==> src/pkg/pfrp_pkg.sv <==
// Shared constants for the program flash range protection block.
// Assumes an 18-bit global flash address and a 32-bit AHB-Lite register bus.
package pfrp_pkg;

	////////////////////////////////////////////////////////////////////////////////
	// Address geometry
	localparam int          PFRP_AW           = 18;        // Global flash address width
	localparam logic [17:0] PFRP_HIGH_END     = 18'h3ffff; // High region always ends here
	localparam logic [17:0] PFRP_LOW_BEGIN    = 18'h38000; // Low region always starts here
	localparam logic [17:0] PFRP_FLASH_BASE   = 18'h34000; // First byte of the flash block
	localparam logic [17:0] PFRP_SECTOR_BYTES = 18'h00200; // Sector length in bytes

	// Default region lengths per size code, entry 0 in the low bits
	localparam logic [71:0] PFRP_HIGH_LENS = {18'h04000, 18'h02000, 18'h01000, 18'h00800};
	localparam logic [71:0] PFRP_LOW_LENS  = {18'h04000, 18'h02000, 18'h01000, 18'h00800};

	////////////////////////////////////////////////////////////////////////////////
	// Register byte offsets
	localparam logic [7:0] PFRP_REG_CFG  = 8'h00; // Protection configuration
	localparam logic [7:0] PFRP_REG_STAT = 8'h04; // Flash status, write one to clear
	localparam logic [7:0] PFRP_REG_MASK = 8'h08; // Interrupt mask, same layout as status

	// Configuration field positions
	localparam int PFRP_CFG_SENSE = 7; // protection_sense_select
	localparam int PFRP_CFG_RESV  = 6; // reserved_nonvolatile_bit
	localparam int PFRP_CFG_HDIS  = 5; // high_range_disable
	localparam int PFRP_CFG_HS_LO = 3; // high_range_size low bit
	localparam int PFRP_CFG_LDIS  = 2; // low_range_disable
	localparam int PFRP_CFG_LS_LO = 0; // low_range_size low bit

	// Status field positions
	localparam int PFRP_STAT_DONE = 7; // A command was granted
	localparam int PFRP_STAT_VIOL = 4; // protection_violation_flag

	// Reset values: erased configuration means no protection
	localparam logic [7:0] PFRP_CFG_RESET  = 8'hff;
	localparam logic [7:0] PFRP_MASK_RESET = 8'h00;

	////////////////////////////////////////////////////////////////////////////////
	// Commands from the flash command controller
	typedef enum logic [1:0] {
		PFRP_OP_PROGRAM = 2'b00, // Program at one address
		PFRP_OP_SECTOR  = 2'b01, // Erase the sector holding the address
		PFRP_OP_BLOCK   = 2'b10, // Erase the whole flash block
		PFRP_OP_OTHER   = 2'b11  // Non-altering command
	} pfrp_op_e;

endpackage

==> src/verilog/pfrp_top.sv <==
// Program flash range protection: configuration, status and command check.
// Assumes one AHB-Lite master and one flash command controller on i_clk_sys.
// The controller needs no wait: every request is judged in the cycle it is seen.
// Only whole-word transfers are expected; hsize is not decoded.
// Register map: configuration, status (write one to clear) and interrupt mask.
`timescale 1ns/1ps
module pfrp_top
	import pfrp_pkg::*;
#(
	parameter logic [17:0] FLASH_BASE   = PFRP_FLASH_BASE,   // First byte of the block
	parameter logic [17:0] SECTOR_BYTES = PFRP_SECTOR_BYTES, // Sector size, power of two
	parameter logic [71:0] HIGH_LENS    = PFRP_HIGH_LENS,    // High lengths per code
	parameter logic [71:0] LOW_LENS     = PFRP_LOW_LENS      // Low lengths per code
) (
	input  wire logic        i_clk_sys,   // Bus clock, 40 MHz
	input  wire logic        i_reset,     // Synchronous reset, active high
	// AHB-Lite slave
	input  wire logic        i_hsel,      // Slave select
	input  wire logic [31:0] i_haddr,     // Byte address
	input  wire logic [1:0]  i_htrans,    // Transfer type
	input  wire logic        i_hwrite,    // Write when high
	input  wire logic [2:0]  i_hsize,     // Transfer size, word only
	input  wire logic [31:0] i_hwdata,    // Write data
	input  wire logic        i_hready,    // Bus ready
	output logic      [31:0] o_hrdata,    // Read data
	output logic             o_hreadyout, // Slave ready
	output logic             o_hresp,     // Response, always OKAY
	// Flash command controller
	input  wire logic        i_cmd_valid, // Command request
	input  wire logic [1:0]  i_cmd_op,    // Command kind
	input  wire logic [17:0] i_cmd_addr,  // Global target address
	output logic             o_cmd_ready, // Request taken this cycle
	output logic             o_cmd_grant, // Command may run
	output logic             o_cmd_deny,  // Command refused
	output logic             o_launch_blocked, // No launch while violation stands
	// Interrupt
	output logic             o_irq        // Level, unmasked status set
);

	////////////////////////////////////////////////////////////////////////////////
	// State of the whole block, registered as one word
	// Keeping every flop in one struct gives one reset point and one register process,
	// so no field can miss the reset by accident.
	// grant and deny are pulses; rdata holds until the next read address phase.
	typedef struct packed {
		logic [7:0]  cfg;     // program_flash_protection_config
		logic        viol;    // protection_violation_flag
		logic        done;    // Command granted event
		logic [7:0]  mask;    // Interrupt mask
		logic        wr_pend; // Write data phase is due
		logic [7:0]  wr_addr; // Offset of the pending write
		logic [31:0] rdata;   // Read data of the last read
		logic        grant;   // Grant pulse
		logic        deny;    // Deny pulse
	} pfrp_state_s;

	pfrp_state_s st_q;        // Current state
	pfrp_state_s st_d;        // Next state

	logic [17:0] high_len;    // High region length
	logic [17:0] low_len;     // Low region length
	logic [17:0] span_first;  // First byte touched by the command
	logic [17:0] span_last;   // Last byte touched by the command
	logic        span_prot;   // Span holds a protected byte
	logic        altering;    // Command changes flash contents
	logic        addr_phase;  // Valid address phase this cycle
	logic [7:0]  stat_now;    // Status as it reads
	logic [7:0]  rd_val;      // Register value for a read

	////////////////////////////////////////////////////////////////////////////////
	// Region lengths from the size codes
	// Sizes index a table, so a part with other lengths needs only new parameters
	pfrp_size_lut #(
		.HIGH_LENS   (HIGH_LENS),
		.LOW_LENS    (LOW_LENS)
	) u_lut (
		.i_high_size (st_q.cfg[PFRP_CFG_HS_LO +: 2]),
		.i_low_size  (st_q.cfg[PFRP_CFG_LS_LO +: 2]),
		.o_high_len  (high_len),
		.o_low_len   (low_len)
	);

	////////////////////////////////////////////////////////////////////////////////
	// Span of the request: one byte, one sector or the whole block
	// SECTOR_BYTES must be a power of two, otherwise the alignment mask below is wrong.
	// A block erase always spans the whole block, so any active protected byte refuses it.
	// Limitation: a program is judged on its one address only; wider words are not split.
	// The opcode cast is safe: all four codes have a branch or reach the default.
	always_comb begin
		case (pfrp_op_e'(i_cmd_op))
			PFRP_OP_SECTOR: begin
				// Sector aligned by clearing the offset bits
				span_first = i_cmd_addr & ~(SECTOR_BYTES - 18'h00001);
				span_last  = span_first + SECTOR_BYTES - 18'h00001;
			end
			PFRP_OP_BLOCK: begin
				// Every sector of the block must be free
				span_first = FLASH_BASE;
				span_last  = PFRP_HIGH_END;
			end
			default: begin
				// Program and non-altering commands look at the one address given
				span_first = i_cmd_addr;
				span_last  = i_cmd_addr;
			end
		endcase
		altering = (pfrp_op_e'(i_cmd_op) != PFRP_OP_OTHER);
	end

	// Protection decision for the span; purely combinational, so the verdict
	// is ready in the same cycle as the request and registered below
	pfrp_range_check u_check (
		.i_sense     (st_q.cfg[PFRP_CFG_SENSE]),
		.i_high_dis  (st_q.cfg[PFRP_CFG_HDIS]),
		.i_low_dis   (st_q.cfg[PFRP_CFG_LDIS]),
		.i_high_len  (high_len),
		.i_low_len   (low_len),
		.i_first     (span_first),
		.i_last      (span_last),
		.o_protected (span_prot)
	);

	////////////////////////////////////////////////////////////////////////////////
	// Next state: bus writes first, then command events, then read capture
	always_comb begin
		st_d       = st_q;
		addr_phase = i_hsel & i_htrans[1] & i_hready;
		stat_now   = 8'h00;
		rd_val     = 8'h00;

		// Pulses last one cycle
		// A pulse never stretches: each request gets exactly one answer
		st_d.grant = 1'b0;
		st_d.deny  = 1'b0;

		// Write data phase
		if (st_q.wr_pend) begin
			case (st_q.wr_addr)
				PFRP_REG_CFG: begin
					// Bit six is stored as written; keeping it erased is up to software
					st_d.cfg[PFRP_CFG_SENSE] = i_hwdata[PFRP_CFG_SENSE];
					st_d.cfg[PFRP_CFG_RESV]  = i_hwdata[PFRP_CFG_RESV];
					st_d.cfg[PFRP_CFG_HDIS]  = i_hwdata[PFRP_CFG_HDIS];
					st_d.cfg[PFRP_CFG_LDIS]  = i_hwdata[PFRP_CFG_LDIS];
					// Sizes change only while their range is off, judged before this write
					if (st_q.cfg[PFRP_CFG_HDIS]) begin
						st_d.cfg[PFRP_CFG_HS_LO +: 2] = i_hwdata[PFRP_CFG_HS_LO +: 2];
					end
					if (st_q.cfg[PFRP_CFG_LDIS]) begin
						st_d.cfg[PFRP_CFG_LS_LO +: 2] = i_hwdata[PFRP_CFG_LS_LO +: 2];
					end
				end
				PFRP_REG_STAT: begin
					// Write one clears, zero leaves alone
					// The done bit clears the same way; it feeds only the interrupt and the status read
					if (i_hwdata[PFRP_STAT_VIOL]) begin
						st_d.viol = 1'b0;
					end
					if (i_hwdata[PFRP_STAT_DONE]) begin
						st_d.done = 1'b0;
					end
				end
				PFRP_REG_MASK: begin
					// Only the two event bits exist; the rest read zero
					st_d.mask[PFRP_STAT_VIOL] = i_hwdata[PFRP_STAT_VIOL];
					st_d.mask[PFRP_STAT_DONE] = i_hwdata[PFRP_STAT_DONE];
				end
				default: begin
					// Unmapped write is dropped, still OKAY
				end
			endcase
		end

		// A clear and a new violation in one cycle leave the flag set only if it was clear before; while it stands,
		// a protected command is only refused, not flagged, so clearing the old event in that cycle drops the flag
		// Command check; placed after the clear so a same-cycle event wins
		if (i_cmd_valid) begin
			if (st_q.viol) begin
				// Standing violation refuses every launch
				st_d.deny = 1'b1;
			end else if (altering && span_prot) begin
				st_d.deny = 1'b1;
				st_d.viol = 1'b1;
			end else begin
				st_d.grant = 1'b1;
				st_d.done  = 1'b1;
			end
		end

		// Address phase capture
		// Only the low byte of the address is decoded; the map repeats every 256 bytes
		st_d.wr_pend = addr_phase & i_hwrite;
		if (addr_phase) begin
			st_d.wr_addr = i_haddr[7:0];
		end

		// Reads see the state after any write in this cycle
		// Taking st_d here lets a read right after a write return the new value
		// without a wait state; the price is a longer path from hwdata to rdata
		stat_now[PFRP_STAT_VIOL] = st_d.viol;
		stat_now[PFRP_STAT_DONE] = st_d.done;
		case (i_haddr[7:0])
			PFRP_REG_CFG:  rd_val = st_d.cfg;
			PFRP_REG_STAT: rd_val = stat_now;
			PFRP_REG_MASK: rd_val = st_d.mask;
			default:       rd_val = 8'h00; // Unmapped reads as zero
		endcase
		if (addr_phase && !i_hwrite) begin
			st_d.rdata = {24'h000000, rd_val};
		end
	end

	////////////////////////////////////////////////////////////////////////////////
	// State register with synchronous reset
	// Reset loads the erased configuration: sense one with both ranges off, no protection
	always_ff @(posedge i_clk_sys) begin
		if (i_reset) begin
			st_q         <= '0;
			st_q.cfg     <= PFRP_CFG_RESET;
			st_q.mask    <= PFRP_MASK_RESET;
		end else begin
			st_q         <= st_d;
		end
	end

	////////////////////////////////////////////////////////////////////////////////
	// Outputs; the slave never inserts wait states, so ready is constant
	// All data outputs come straight from flops; only constants and the irq OR are gates
	// hresp is tied low: every transfer, mapped or not, ends OKAY
	always_comb begin
		o_hrdata         = st_q.rdata;
		o_hreadyout      = 1'b1;
		o_hresp          = 1'b0;
		o_cmd_ready      = 1'b1;  // Every request is judged in one cycle
		o_cmd_grant      = st_q.grant;
		o_cmd_deny       = st_q.deny;
		o_launch_blocked = st_q.viol;
		o_irq            = (st_q.viol & st_q.mask[PFRP_STAT_VIOL]) |
		                   (st_q.done & st_q.mask[PFRP_STAT_DONE]);
	end

	// Data phase of a configuration write; the size checks key off it
	logic cfg_wr; // Configuration data phase
	assign cfg_wr = st_q.wr_pend && (st_q.wr_addr == PFRP_REG_CFG);
endmodule

==> src/verilog/pfrp_size_lut.sv <==
// Lookup of region lengths from the two-bit size codes.
// Assumes codes come from configuration flops on the same clock.
`timescale 1ns/1ps
module pfrp_size_lut
	import pfrp_pkg::*;
#(
	parameter logic [71:0] HIGH_LENS = PFRP_HIGH_LENS, // Four 18-bit lengths
	parameter logic [71:0] LOW_LENS  = PFRP_LOW_LENS   // Four 18-bit lengths
) (
	input  wire logic [1:0]  i_high_size, // high_range_size code
	input  wire logic [1:0]  i_low_size,  // low_range_size code
	output logic      [17:0] o_high_len,  // High region length in bytes
	output logic      [17:0] o_low_len    // Low region length in bytes
);

	////////////////////////////////////////////////////////////////////////////////
	// Table select; the tables are parameters since sizes may differ per part
	always_comb begin
		o_high_len = HIGH_LENS[i_high_size*PFRP_AW +: PFRP_AW];
		o_low_len  = LOW_LENS[i_low_size*PFRP_AW +: PFRP_AW];
	end

endmodule

==> src/verilog/pfrp_range_check.sv <==
// Decides whether any byte of an address span is protected.
// Assumes span first <= last and both lie inside the flash block.
`timescale 1ns/1ps
module pfrp_range_check
	import pfrp_pkg::*;
(
	input  wire logic        i_sense,    // protection_sense_select
	input  wire logic        i_high_dis, // high_range_disable
	input  wire logic        i_low_dis,  // low_range_disable
	input  wire logic [17:0] i_high_len, // High region length
	input  wire logic [17:0] i_low_len,  // Low region length
	input  wire logic [17:0] i_first,    // First byte of the span
	input  wire logic [17:0] i_last,     // Last byte of the span
	output logic             o_protected // Some byte of the span is protected
);

	logic [17:0] hi_start;    // First byte of the high region
	logic [17:0] lo_last;     // Last byte of the low region
	logic        hi_en;       // High region active
	logic        lo_en;       // Low region active
	logic        over_hi;     // Span touches the high region
	logic        over_lo;     // Span touches the low region
	logic        in_hi;       // Span lies wholly in the high region
	logic        in_lo;       // Span lies wholly in the low region
	logic        in_union;    // Span lies in the joined regions

	////////////////////////////////////////////////////////////////////////////////
	// Region bounds and span relations
	always_comb begin
		hi_start = PFRP_HIGH_END - i_high_len + 18'h00001;
		lo_last  = PFRP_LOW_BEGIN + i_low_len - 18'h00001;
		hi_en    = ~i_high_dis;
		lo_en    = ~i_low_dis;
		over_hi  = hi_en & (i_last >= hi_start);
		over_lo  = lo_en & (i_first <= lo_last) & (i_last >= PFRP_LOW_BEGIN);
		in_hi    = hi_en & (i_first >= hi_start);
		in_lo    = lo_en & (i_first >= PFRP_LOW_BEGIN) & (i_last <= lo_last);
		// Regions may meet; a span bridging them is still wholly covered
		in_union = hi_en & lo_en & (i_first >= PFRP_LOW_BEGIN) &
		           ({1'b0, lo_last} + 19'h00001 >= {1'b0, hi_start});
		// Sense 1 marks protected ranges, sense 0 marks open ranges
		if (i_sense) begin
			o_protected = over_hi | over_lo;
		end else begin
			o_protected = ~(in_hi | in_lo | in_union);
		end
	end

endmodule

==> config.mk <==
export PLATFORM = sky130hd
export DESIGN_NAME = pfrp_top
export DESIGN_NICKNAME = d
export VERILOG_FILES = /design/src/pkg/pfrp_pkg.sv /design/src/verilog/pfrp_top.sv /design/src/verilog/pfrp_size_lut.sv /design/src/verilog/pfrp_range_check.sv
export SDC_FILE = /design/constraint.sdc
export NUM_CORES = 1
export LEC_CHECK = 0
export BUFFER_PORTS_ARGS = -buffer_cell sky130_fd_sc_hd__buf_2
export CAP_MARGIN = 20
export CORE_MARGIN = 4
export CORE_UTILIZATION = 46
export CTS_CLUSTER_DIAMETER = 100
export DETAILED_ROUTE_END_ITERATION = 8
export GPL_ROUTABILITY_DRIVEN = 0
export PLACE_DENSITY = 0.83
export SYNTH_ARGS = -nofsm -noshare
export SYNTH_HDL_FRONTEND = slang
export SYNTH_SLANG_ARGS = --single-unit
==> constraint.sdc <==
create_clock -name i_clk_sys -period 3.5 [get_ports i_clk_sys]
set_input_delay 0.175 -clock i_clk_sys [delete_from_list [all_inputs] [get_ports i_clk_sys]]
set_output_delay 0.175 -clock i_clk_sys [all_outputs]
set_load 0.005 [all_outputs]
==> metrics.csv <==
metric;value;unit
io_buffer_count;54;
start_util;48.67;%
share_of_the_synthesized_area_in_compound_gates_ao_oa_aoi_oai;14.68;%
cts_max_level;2;
synth_edf_count;0;
cts.repair_timing.setup_buffer_count;0;
ys_seq_area_share;24.20;%
clock_skew;0.005629;ns
total_count_of_max_transition_violations_in_the_final_report;0;
total_of_fill_cells_in_the_finished_design;514;
drt_first_iter_violations;194;
timing.max_slew.rel_slack;61.93;%
ctsRootBufferMaster;clkbuf_8;
yosys.area_share.adder;16.59;%
coreArea;5270;µm²
worst_setup_hold_path_clk_slew;0.07;ns
final_area;2838;µm²
flow.area_growth_from_synthesis;10.63;%
max_cap_violations;0;
yosysWarnings;0;
worst_ep_arrival_time;3.39;ns
syn_area;2565;µm²
yosysUniqueCellTypes;49;
dieArea;6834;µm²
grt_max_degree;31;
critPathKind;register to register;
std_cell_rows;26;
critPathLaunchType;register;
global_route_usage_over_all_layers;17.95;%
dominantRegCellSynth;dfxtp_1;
yosys_reg_bits;31;
tritoncts;yes;
critical_path_peak_fanout;7;
route.antenna.remaining_nets;0;
nNetsFinal;500;
synthTopCellsByArea;dfxtp_1 (24%), ha_1 (17%), buf_4 (10%);
synth-async-reset-ratio;0;%
post_layout_nonfiller_instances;441;
hold_viol_final;0;
cp_data_required_time;3.68;ns
share_of_the_synthesized_area_in_the_top_cell_type;24.20;%
clkLatencyLatePin;0.28;ns
synth-xor-area-share;0.3415;%
layout-drive-gt1-share;20.75;%
run_status;complete, no violations;
hold_slack;0.1373;ns
synth_top_cell_by_area;dfxtp_1;
critPathCaptureType;register;
postCtsHoldBufs;0;
die_h;82.67;µm
syn_inst;322;
tritoncts_num_sinks;31;
ir_worst_vdd;0.2694;mV
post_synth.cell_area_avg;7.966;µm²
placed_cells_incl_taps;434;
via_count;2339;
power_density;282.0;nW/µm²
timing.critical_path.slowest_stage_cell;o311ai_1;
synth_mux_area_share;4.683;%
synth_simple_gate_area_share;26.05;%
start_of_the_worst_register_to_register_path;st_q[53];
dr_vias_cell;5.304;
cts-resized-gates;0;
antenna_cells_inserted;0;
synth_top_family_by_area;simple AND/OR/NAND/NOR gates;
design.portCount;134;
drt_first_pass_iters;4;
grt_setup_unrepaired;false;
min_period_over_period;91.72;%
setup_tns;0;ns
crit_path_cell_trace;nand2_1 > inv_1 > ha_1 > and3b_1 > inv_1 > ha_1 > a21o_1 > a211o_1 > a21oi_1 > nor3b_1 > o311ai_1 > a31oi_1 > o211a_1;
reg2reg_setup_slack;0.29;ns
register_to_register_path_depth;13;
cts_buffers;5;
endpoint;o_hrdata[7];
placedInstanceArea;2750;µm²
detail_route.drc_violations;0;
cpPeakStageDelay;0.51;ns
final_setup_violating_endpoints;0;
post-dp-hpwl;4846;µm
leakagePower;1.346;nW
max_slew.worst_pin.slew;0.5630;ns
grt_antenna_before_repair;0;
ctsLongestPathBuffers;2;
critical_path.reg2reg.endpoint;o_hrdata[7];
hold_wc_path_type;primary input to register;
final_core_utilization;53.85;%
grt_pass1_vias;2093;
max_clock_freq;0.3115;GHz
finalWorstPathRequiredPeriod;3.210;ns
cp-startpoint;st_q[53];
floorplan.die.width;82.67;µm
grt_overflow;0;
first_pass_grt_wire_length;9528;µm
detail_route.wl_per_cell;13.45;µm
overall_routed_net_length;5933;µm
==> Yosys cell counts (all sizes together) (2+ instances only) <==
library cell	number
o311ai	2
nor2	31
a22oi	2
nand3	9
a31oi	6
or2	10
nand2b	11
nor3b	4
mux2i	12
nor2b	8
nor3	12
or4b	2
nor4	2
a21oi	27
a211o	2
clkbuf	7
ha	34
o21ai	5
o2111ai	3
conb	2
or4	2
buf	35
or3	2
nand2	28
nand4	2
dfxtp	31
inv	13
==> registers in the layout, summed over array words and instances (netlist names) <==
register and count:
st_q 20, o_hrdata 8, o_cmd_deny 1, o_cmd_grant 1, o_launch_blocked 1
==> cell type report <==
cell class                      instances  area [µm²]  share of cell area, %
Inverter                               13       48.80                  1.720
Timing Repair Buffer                   55       277.8                  9.788
Multi-Input combinational cell        265        1715                  60.45
Clock inverter                          1       5.005                 0.1764
Clock buffer                            6       82.58                  2.910
Sequential cell                        31       620.6                  21.87
Tap cell                               70       87.58                  3.086
==> power by group <==
part | switching, mW | internal [mW] | total [mW]
clock | 0.126 | 0.154 | 0.280
combinational | 0.0878 | 0.0674 | 0.155
sequential | 0.00538 | 0.360 | 0.365
total | 0.219 | 0.581 | 0.800
==> kinds of logic after synthesis <==
kind of cell	after synthesis
simple gates	128
compound gates	59
buf+inv	55
fa+ha+maj	34
flops	31
mux	12
other cells	2
xor+xnor	1
==> layout by cell type, fill, tap and decap left out, types with 10 or more instances in the layout <==
master and n:
nor3_1 10, conb_1 31, inv_1 13, nand2_1 28, nor2_1 31, dfxtp_1 31, nand2b_1 11, buf_2 54
or2_2 10, a21oi_1 27, ha_1 34, mux2i_1 12
==> layer usage <==
| metal | vias up | track usage (%) | wire (µm) |
|---|---|---|---|
| li1 | 1168 | - | - |
| met3 | 11 | 5.531 | 505 |
| met5 | - | 0 | 0 |
| met4 | 0 | 4.412 | 60 |
| met2 | 89 | 29.65 | 2903 |
| met1 | 1071 | 22.77 | 2464 |
==> worst min-delay path by stage <==
| stage | start | to | cells after the start |
|---|---|---|---|
| finish | i_hwdata[0] | st_q[53] | 3 |
| global route | i_haddr[4] | st_q[38] | 3 |
| CTS | i_hwdata[5] | st_q[58] | 3 |
| detailed placement | i_hwdata[5] | st_q[58] | 3 |
| global placement | i_hwdata[6] | st_q[59] | 3 |
| floorplan | i_haddr[5] | st_q[39] | 2 |
==> worst max-delay path: cells and delay by family (launching register included) <==
family	cells	cell delay (ns)
AOI/OAI and AO/OA	6	1.43
and+or+nand+nor	3	0.48
buffers and inverters	2	0.17
DFF	1	0.47
adders and majority gates	2	0.53
==> through the flow <==
step / setup slack [ns] / total power, mW
after floorplan: 0.7894 / 0.4918
after global placement: 0.3689 / 0.5179
after detailed placement: 0.3174 / 0.5226
after CTS: 0.2992 / 0.8030
after global routing: 0.1141 / 0.8475
final: 0.2898 / 0.8003
(Power assumes the default switching activity.)
